$ cat config.mk
export PLATFORM = sky130hd
export DESIGN_NAME = rpl_top
export DESIGN_NICKNAME = d
export VERILOG_FILES = /design/src/rpl_pkg.sv /design/src/rpl_sync.sv /design/src/rpl_top.sv
export SDC_FILE = /design/constraint.sdc
export NUM_CORES = 1
export LEC_CHECK = 0
export BUFFER_PORTS_ARGS = -buffer_cell sky130_fd_sc_hd__buf_2
export CAP_MARGIN = 20
export CORE_ASPECT_RATIO = 0.8
export CORE_MARGIN = 5
export CORE_UTILIZATION = 48
export DETAILED_ROUTE_END_ITERATION = 7
export PLACE_DENSITY_LB_ADDON = 0.05
export SETUP_SLACK_MARGIN = 0.15
export SYNTH_ARGS = -nofsm -noshare
export SYNTH_HDL_FRONTEND = slang
export SYNTH_SLANG_ARGS = --single-unit
export TNS_END_PERCENT = 10
$ cat constraint.sdc
create_clock -name clk -period 4.95 [get_ports clk]
set_clock_uncertainty 0.05 [all_clocks]
set_input_delay 1.485 -clock clk [delete_from_list [all_inputs] [get_ports clk]]
set_output_delay 1.485 -clock clk [all_outputs]
set_load 0.005 [all_outputs]
$ cat src/rpl_pkg.sv
// How it works
// Low reset pin level requests controller reset.
// Drive reset pin low on internal resets.
// Interrupt pin: falling edge, optionally plus level.
// Eight wake lines share the interrupt request.
// Wake lines always trigger on falling edges.
// General port lines reset to inputs.
// Shared port lines reset to inputs.
// Wake lines reset to inputs, software direction.
// Shared port routes serial, pulse, timer functions.
// Converter disabled at reset, digital inputs usable.
// Selected analog line reads zero while converting.
// Two-stage synchroniser before interrupt detection.
package rpl_pkg;
	localparam int GEN_W  = 7;
	localparam int SHR_W  = 8;
	localparam int KBW_W  = 8;
	localparam int ANA_W  = 5;
	localparam int SEL_W  = 3;
	// Shared port bit positions.
	localparam int SHR_SER_LO = 0;
	localparam int SHR_SER_N  = 4;
	localparam int SHR_PWM1   = 4;
	localparam int SHR_PWM2   = 5;
	localparam int SHR_TIMER_COMPARE_OUTPUT   = 6;
	localparam int SHR_TIMER_CAPTURE_INPUT   = 7;
	// Values after reset.
	localparam logic [GEN_W-1:0] GEN_DIR_RST = 7'h00;
	localparam logic [SHR_W-1:0] SHR_DIR_RST = 8'h00;
	localparam logic [KBW_W-1:0] KBW_DIR_RST = 8'h00;
	localparam logic [GEN_W-1:0] GEN_DAT_RST = 7'h00;
	localparam logic [SHR_W-1:0] SHR_DAT_RST = 8'h00;
	localparam logic [KBW_W-1:0] KBW_DAT_RST = 8'h00;
	// Length of the reset pin drive after an internal reset event, in cycles.
	localparam int RST_DRIVE_CYC = 4;
	localparam int RST_CNT_W     = 3;
endpackage

$ cat src/rpl_sync.sv
`timescale 1ns/10ps
// Two-stage synchroniser for a bus of asynchronous lines.
module rpl_sync #(
	parameter int           W   = 1,
	parameter logic [W-1:0] INI = '1
) (
	// Clock and reset
	input  wire logic         clk,
	input  wire logic         resetn,
	input  wire logic         ce,
	// Lines
	input  wire logic [W-1:0] d,
	output logic      [W-1:0] q
);
	logic [W-1:0] s1_r;
	logic [W-1:0] s2_r;
	logic [W-1:0] s1_nxt;
	logic [W-1:0] s2_nxt;

	// Only the second stage is read outside.
	always_comb begin
		s1_nxt = ce ? d : s1_r;
		s2_nxt = ce ? s1_r : s2_r;
	end

	always_ff @(posedge clk or negedge resetn) begin
		if (!resetn) begin
			s1_r <= INI;
			s2_r <= INI;
		end else begin
			s1_r <= s1_nxt;
			s2_r <= s2_nxt;
		end
	end

	assign q = s2_r;
endmodule // rpl_sync

$ cat src/rpl_top.sv
`timescale 1ns/10ps
// Pin logic: reset pin, interrupt request, three ports and analog-shared inputs.
module rpl_top #(
	parameter bit IRQ_LEVEL_EN = 1'b0
) (
	// Clock, enable and system reset
	input  wire logic                          clk,
	input  wire logic                          resetn,
	input  wire logic                          ce,
	// Reset pin (open drain) and internal reset sources
	input  wire logic                          reset_pin_in,
	output logic                               reset_pin_out,
	output logic                               reset_pin_oe,
	input  wire logic                          rst_watchdog_timer,
	input  wire logic                          rst_power_on,
	input  wire logic                          rst_illegal_addr,
	input  wire logic                          rst_stop_disabled,
	input  wire logic                          rst_low_voltage,
	output logic                               ext_reset_req,
	// Interrupt
	input  wire logic                          irq_pin_n,
	input  wire logic                          irq_enable,
	input  wire logic                          irq_ack,
	output logic                               irq_req,
	// General port
	input  wire logic [rpl_pkg::GEN_W-1:0]     general_port_lines_in,
	output logic      [rpl_pkg::GEN_W-1:0]     general_port_lines_out,
	output logic      [rpl_pkg::GEN_W-1:0]     general_port_lines_oe,
	input  wire logic [rpl_pkg::GEN_W-1:0]     gen_dir_wdata,
	input  wire logic                          gen_dir_we,
	input  wire logic [rpl_pkg::GEN_W-1:0]     gen_dat_wdata,
	input  wire logic                          gen_dat_we,
	output logic      [rpl_pkg::GEN_W-1:0]     gen_rdata,
	// Shared port and peripheral functions
	input  wire logic [rpl_pkg::SHR_W-1:0]     shared_port_in,
	output logic      [rpl_pkg::SHR_W-1:0]     shared_port_out,
	output logic      [rpl_pkg::SHR_W-1:0]     shared_port_oe,
	input  wire logic [rpl_pkg::SHR_W-1:0]     shr_dir_wdata,
	input  wire logic                          shr_dir_we,
	input  wire logic [rpl_pkg::SHR_W-1:0]     shr_dat_wdata,
	input  wire logic                          shr_dat_we,
	output logic      [rpl_pkg::SHR_W-1:0]     shr_rdata,
	input  wire logic                          serial_en,
	input  wire logic [rpl_pkg::SHR_SER_N-1:0] shared_port_serial_lines_out,
	input  wire logic [rpl_pkg::SHR_SER_N-1:0] shared_port_serial_lines_oe,
	output logic      [rpl_pkg::SHR_SER_N-1:0] shared_port_serial_lines_in,
	input  wire logic                          pulse_first_en,
	input  wire logic                          pulse_output_first,
	input  wire logic                          pulse_second_en,
	input  wire logic                          pulse_output_second,
	input  wire logic                          compare_en,
	input  wire logic                          timer_compare_output,
	output logic                               timer_capture_input,
	// Keyboard-wake port
	input  wire logic [rpl_pkg::KBW_W-1:0]     keyboard_wake_lines_in,
	output logic      [rpl_pkg::KBW_W-1:0]     keyboard_wake_lines_out,
	output logic      [rpl_pkg::KBW_W-1:0]     keyboard_wake_lines_oe,
	input  wire logic [rpl_pkg::KBW_W-1:0]     kbw_dir_wdata,
	input  wire logic                          kbw_dir_we,
	input  wire logic [rpl_pkg::KBW_W-1:0]     kbw_dat_wdata,
	input  wire logic                          kbw_dat_we,
	output logic      [rpl_pkg::KBW_W-1:0]     kbw_rdata,
	// Analog-shared inputs
	input  wire logic [rpl_pkg::ANA_W-1:0]     analog_shared_inputs,
	input  wire logic                          adc_en_wdata,
	input  wire logic                          adc_en_we,
	input  wire logic [rpl_pkg::SEL_W-1:0]     adc_sel_wdata,
	output logic                               adc_en,
	output logic      [rpl_pkg::ANA_W-1:0]     ana_rdata
);
	// Port state.
	logic [rpl_pkg::GEN_W-1:0] gen_dir_r, gen_dir_nxt, gen_dat_r, gen_dat_nxt;
	logic [rpl_pkg::SHR_W-1:0] shr_dir_r, shr_dir_nxt, shr_dat_r, shr_dat_nxt;
	logic [rpl_pkg::KBW_W-1:0] kbw_dir_r, kbw_dir_nxt, kbw_dat_r, kbw_dat_nxt;
	logic                      adc_en_r, adc_en_nxt;
	logic [rpl_pkg::SEL_W-1:0] adc_sel_r, adc_sel_nxt;
	// Interrupt and reset-pin state.
	logic                      irq_q_r, irq_q_nxt;
	logic                      irq_pin_s, irq_prev_r, irq_prev_nxt;
	logic [rpl_pkg::KBW_W-1:0] kbw_s, kbw_prev_r, kbw_prev_nxt;
	logic                      irq_event;
	logic                      int_rst;
	logic [rpl_pkg::RST_CNT_W-1:0] rst_cnt_r, rst_cnt_nxt;

	// Interrupt and wake lines are synchronised before any edge logic sees them.
	rpl_sync #(.W(1), .INI(1'b1)) u_sync_irq (
		.clk    (clk),
		.resetn (resetn),
		.ce     (ce),
		.d      (irq_pin_n),
		.q      (irq_pin_s)
	);
	rpl_sync #(.W(rpl_pkg::KBW_W), .INI(8'hff)) u_sync_kbw (
		.clk    (clk),
		.resetn (resetn),
		.ce     (ce),
		.d      (keyboard_wake_lines_in),
		.q      (kbw_s)
	);

	// Port registers; directions come out of reset as inputs.
	always_comb begin
		gen_dir_nxt = (ce && gen_dir_we) ? gen_dir_wdata : gen_dir_r;
		gen_dat_nxt = (ce && gen_dat_we) ? gen_dat_wdata : gen_dat_r;
		shr_dir_nxt = (ce && shr_dir_we) ? shr_dir_wdata : shr_dir_r;
		shr_dat_nxt = (ce && shr_dat_we) ? shr_dat_wdata : shr_dat_r;
		kbw_dir_nxt = (ce && kbw_dir_we) ? kbw_dir_wdata : kbw_dir_r;
		kbw_dat_nxt = (ce && kbw_dat_we) ? kbw_dat_wdata : kbw_dat_r;
		adc_en_nxt  = (ce && adc_en_we) ? adc_en_wdata : adc_en_r;
		adc_sel_nxt = (ce && adc_en_we) ? adc_sel_wdata : adc_sel_r;
	end

	always_ff @(posedge clk or negedge resetn) begin
		if (!resetn) begin
			gen_dir_r <= rpl_pkg::GEN_DIR_RST;
			shr_dir_r <= rpl_pkg::SHR_DIR_RST;
			kbw_dir_r <= rpl_pkg::KBW_DIR_RST;
			gen_dat_r <= rpl_pkg::GEN_DAT_RST;
			shr_dat_r <= rpl_pkg::SHR_DAT_RST;
			kbw_dat_r <= rpl_pkg::KBW_DAT_RST;
			adc_en_r  <= 1'b0;
			adc_sel_r <= 3'h0;
		end else begin
			gen_dir_r <= gen_dir_nxt;
			shr_dir_r <= shr_dir_nxt;
			kbw_dir_r <= kbw_dir_nxt;
			gen_dat_r <= gen_dat_nxt;
			shr_dat_r <= shr_dat_nxt;
			kbw_dat_r <= kbw_dat_nxt;
			adc_en_r  <= adc_en_nxt;
			adc_sel_r <= adc_sel_nxt;
		end
	end

	// Plain ports drive their data latch where the direction bit says output.
	assign general_port_lines_out  = gen_dat_r;
	assign general_port_lines_oe   = gen_dir_r;
	assign gen_rdata               = general_port_lines_in;
	assign keyboard_wake_lines_out = kbw_dat_r;
	assign keyboard_wake_lines_oe  = kbw_dir_r;
	assign kbw_rdata               = keyboard_wake_lines_in;

	// Shared port: an enabled peripheral owns its line, otherwise software does.
	always_comb begin
		shared_port_out = shr_dat_r;
		shared_port_oe  = shr_dir_r;
		if (serial_en) begin
			shared_port_out[rpl_pkg::SHR_SER_LO +: rpl_pkg::SHR_SER_N] = shared_port_serial_lines_out;
			shared_port_oe[rpl_pkg::SHR_SER_LO +: rpl_pkg::SHR_SER_N]  = shared_port_serial_lines_oe;
		end
		if (pulse_first_en) begin
			shared_port_out[rpl_pkg::SHR_PWM1] = pulse_output_first;
			shared_port_oe[rpl_pkg::SHR_PWM1]  = 1'b1;
		end
		if (pulse_second_en) begin
			shared_port_out[rpl_pkg::SHR_PWM2] = pulse_output_second;
			shared_port_oe[rpl_pkg::SHR_PWM2]  = 1'b1;
		end
		if (compare_en) begin
			shared_port_out[rpl_pkg::SHR_TIMER_COMPARE_OUTPUT] = timer_compare_output;
			shared_port_oe[rpl_pkg::SHR_TIMER_COMPARE_OUTPUT]  = 1'b1;
		end
	end
	assign shared_port_serial_lines_in = shared_port_in[rpl_pkg::SHR_SER_LO +: rpl_pkg::SHR_SER_N];
	assign timer_capture_input         = shared_port_in[rpl_pkg::SHR_TIMER_CAPTURE_INPUT];
	assign shr_rdata                   = shared_port_in;

	// Analog-shared digital reads; the converting line reads zero.
	always_comb begin
		ana_rdata = analog_shared_inputs;
		if (adc_en_r && (32'(adc_sel_r) < rpl_pkg::ANA_W)) begin
			ana_rdata[adc_sel_r] = 1'b0;
		end
	end
	assign adc_en = adc_en_r;

	// Interrupt detection. Wake lines are edge-only even when the pin is level-sensitive.
	always_comb begin
		irq_event = irq_prev_r & ~irq_pin_s;
		if (IRQ_LEVEL_EN) begin
			irq_event = ~irq_pin_s;
		end
		irq_event    = irq_event | (|(kbw_prev_r & ~kbw_s));
		irq_event    = irq_event & irq_enable;
		irq_prev_nxt = ce ? irq_pin_s : irq_prev_r;
		kbw_prev_nxt = ce ? kbw_s : kbw_prev_r;
		// A new event in the acknowledge cycle wins over the clear.
		irq_q_nxt    = irq_q_r;
		if (ce) begin
			irq_q_nxt = irq_event | (irq_q_r & ~irq_ack);
		end
	end

	always_ff @(posedge clk or negedge resetn) begin
		if (!resetn) begin
			irq_prev_r <= 1'b1;
			kbw_prev_r <= 8'hff;
			irq_q_r    <= 1'b0;
		end else begin
			irq_prev_r <= irq_prev_nxt;
			kbw_prev_r <= kbw_prev_nxt;
			irq_q_r    <= irq_q_nxt;
		end
	end
	assign irq_req = irq_q_r;

	// Internal reset sources pull the pin low; a stretch keeps short pulses visible.
	assign int_rst = rst_watchdog_timer | rst_power_on | rst_illegal_addr
		| rst_stop_disabled | rst_low_voltage;
	always_comb begin
		rst_cnt_nxt = rst_cnt_r;
		if (ce && int_rst) begin
			rst_cnt_nxt = rpl_pkg::RST_CNT_W'(rpl_pkg::RST_DRIVE_CYC);
		end else if (ce && rst_cnt_r != '0) begin
			rst_cnt_nxt = rst_cnt_r - 3'h1;
		end
	end

	always_ff @(posedge clk or negedge resetn) begin
		if (!resetn) begin
			rst_cnt_r <= rpl_pkg::RST_CNT_W'(rpl_pkg::RST_DRIVE_CYC);
		end else begin
			rst_cnt_r <= rst_cnt_nxt;
		end
	end

	assign reset_pin_out = 1'b0;
	assign reset_pin_oe  = int_rst | (rst_cnt_r != '0) | ~resetn;
	assign ext_reset_req = ~reset_pin_in;
endmodule // rpl_top

==> impl_metrics.ini <==
[layout]
post-route-util_pct = 61.3
instances_no_fill = 508
diodes = 0
layout_common_cells = buf_2 (158), mux2_2 (86), dfrtp_1 (53)
syn_to_final_growth_pct = 24.2
fin_nets = 512
final_common_cell = buf_2
drive_gt1_share_pct = 73.4
fillers = 618

[synth]
synth_nets = 377
yosysTopAreaCell = dfrtp_1
synthFlopType = dfrtp_1
yosysWarnings = 0
async_flop_share_pct = 100
ys_top_cells_by_area = dfrtp_1 (36%), mux2_2 (27%), dfstp_2 (20%), buf_4 (6.4%), nand2_1 (1.5%)
syn_area_um2 = 3650
synth_edf_count = 0
syn_inst = 263
synth_top_area_share_pct = 36.4
ys_ff_latch = 81
synth.avg_cell_area_um2 = 13.9
synth_cell_type_count = 29
yosysSeqAreaShare_pct = 56.5

[cts]
cts.sink_count = 81
cts_buffer_depth = 2
cts_buffers = 9
cts_resized = 0
cts_tree = yes
htreeDepth = 3
worstSkewPairLatency_ns = 0.34
post-cts-setup-buffers = 0
path_clk_slew_ns = 0.08
cts_root_buffer = clkbuf_8
cts_hold_buf = 0

[power]
p_leak_nw = 2.14
ir_worst_vdd_v = 0.000205
power_density_nw_per_um2 = 354

[placed_design]
gp_congestion = 0.744
dp_hpwl_um = 5840
portBuffers = 159
place_inst = 492

[critical_path]
cp-end-kind = primary output
ff2ff_path_depth = 5
path_max_fanout = 4
rr_startpoint = rst_cnt_r[0]
slowest_stage = or4_4
crit_end = reset_pin_oe
worst_ep_arrival_time_ns = 2.64
cp_cell_sequence = buf_2 -> or4_4 -> nor3_1 -> nand2_1 -> buf_2
cpPeakStageDelay_ns = 0.55
cp-startpoint = rst_low_voltage
r2r_slack_ns = 3.42
r2r-end = rst_cnt_r[0]
crit_top_cell = buf_2
critPathKind = input port to primary output
cp_data_required_time_ns = 3.41
worstSetupStartpointType = input port

[global_route]
grt_overflow = 0
grt_antenna_before_repair = 0
grt_usage_pct = 15.6
grt_start_max_net_pins = 53
grt_pass1_vias = 2405
grt_pass1_wl_um = 11500

[floorplan]
rows = 28
initial_core_util_pct = 49.3
die_h_um = 88.0
die_w_um = 107
coreArea_um2 = 7390
die_area_um2 = 9450
io_pins = 196

[sta]
setup_tns_ns = 0
rsz0062_at_grt = false
drv_slew = 0
slew_headroom_pct = 58.4
fmax_mhz = 239
finalCritPeriodShare_pct = 84.4
worst_slew_pin_slew_ns = 0.623
hold_violations = 0
finalSetupViolations = 0
finalCriticalPeriod_ns = 4.18
fin_hold_ws_ns = 0.430

[detailed_routing]
vias = 2367
vias_per_cell = 4.66
wirelength_um = 7500
drc = 0
antenna_left = 0
first_pass_iters = 4
wire_per_inst_um = 14.8
drt_first_iter_violations = 55

[status]
status = finished clean

[job]
maxCapViolations = 0

[worst_hold_path]
hold_class = register to register
worst max-delay path, delay by kind of cell:
| kind | cells | cell delay, ns |
|---|---|---|
| buffers and inverters | 2 | 0.24 |
| AND/OR/NAND/NOR | 3 | 0.93 |
per-stage QoR:
step / setup WS, ns / area (um^2) / power [mW]
floorplan: 1.03 / 3650 / 1.02
global placement: 0.774 / 4340 / 1.15
detailed placement: 0.772 / 4340 / 1.15
CTS: 0.772 / 4530 / 1.63
global route: 0.667 / 4530 / 1.70
finish: 0.771 / 4530 / 1.60
worst min-delay path by stage:
stage          depth (start not counted)               to               start
2_1_floorplan                          2  u_sync_kbw.q[1]     u_sync_kbw.q[1]
6_report                               2  u_sync_kbw.q[5]  u_sync_kbw.s1_r[5]
3_5_place_dp                           2  u_sync_kbw.q[1]  u_sync_kbw.s1_r[1]
5_1_grt                                2  u_sync_kbw.q[5]  u_sync_kbw.s1_r[5]
3_3_place_gp                           2  u_sync_kbw.q[5]  u_sync_kbw.s1_r[5]
4_1_cts                                2  u_sync_kbw.q[5]  u_sync_kbw.s1_r[5]
routing by layer:
layer,share of wire (%),up-vias,global-route usage [%]
met5,0,-,0
met4,1.9,0,5.05
met3,12,26,7.74
met2,46,95,23.9
met1,40,1094,19.4
li1,-,1152,-
cells in the mapped netlist, types with 2 or more instances:
cell type,number
a2111oi_0,2
a21oi_1,2
buf_1,2
buf_4,31
clkbuf_1,3
dfrtp_1,53
dfstp_2,28
ha_1,2
inv_1,8
mux2_2,86
nand2_1,15
nand2b_1,2
nor2b_1,6
o21a_1,2
o21ai_0,3
o31a_1,3
or2_2,3
logic make-up after synthesis:
family,share of synthesized area (%)
mux,26.6
flops,56.5
buf+inv,7.86
simple gates,4.36
compound gates,3.91
fa+ha+maj,0.686
other cells,0.103
final cells by class:
type,count,area [um^2],area share (%)
sequential,81,2060,45.5
multi-input combinational,137,1300,28.7
tap,105,131,2.90
timing repair buffer,161,813,18.0
clock inverter,6,66.3,1.46
clock buffer,10,128,2.82
inverter,8,30.0,0.663
where the power goes:
part | total, mW | leakage [nW] | internal (mW) | switching [mW]
Clock | 0.468 | 0.0905 | 0.234 | 0.234
Combinational | 0.300 | 1.13 | 0.178 | 0.122
Sequential | 0.835 | 0.920 | 0.785 | 0.0504
Total | 1.60 | 2.14 | 1.20 | 0.406
sequential cells by signal (all words and copies together) (netlist names), 3 cells and up:
name,cells
general_port_lines_oe,7
rst_cnt_r,3
shr_dir_r,8
keyboard_wake_lines_oe,8
adc_sel_r,3
shr_dat_r,8
keyboard_wake_lines_out,8
u_sync_kbw.q,8
general_port_lines_out,7
u_sync_kbw.s1_r,8
kbw_prev_r,8
(Power assumes the default switching activity.)
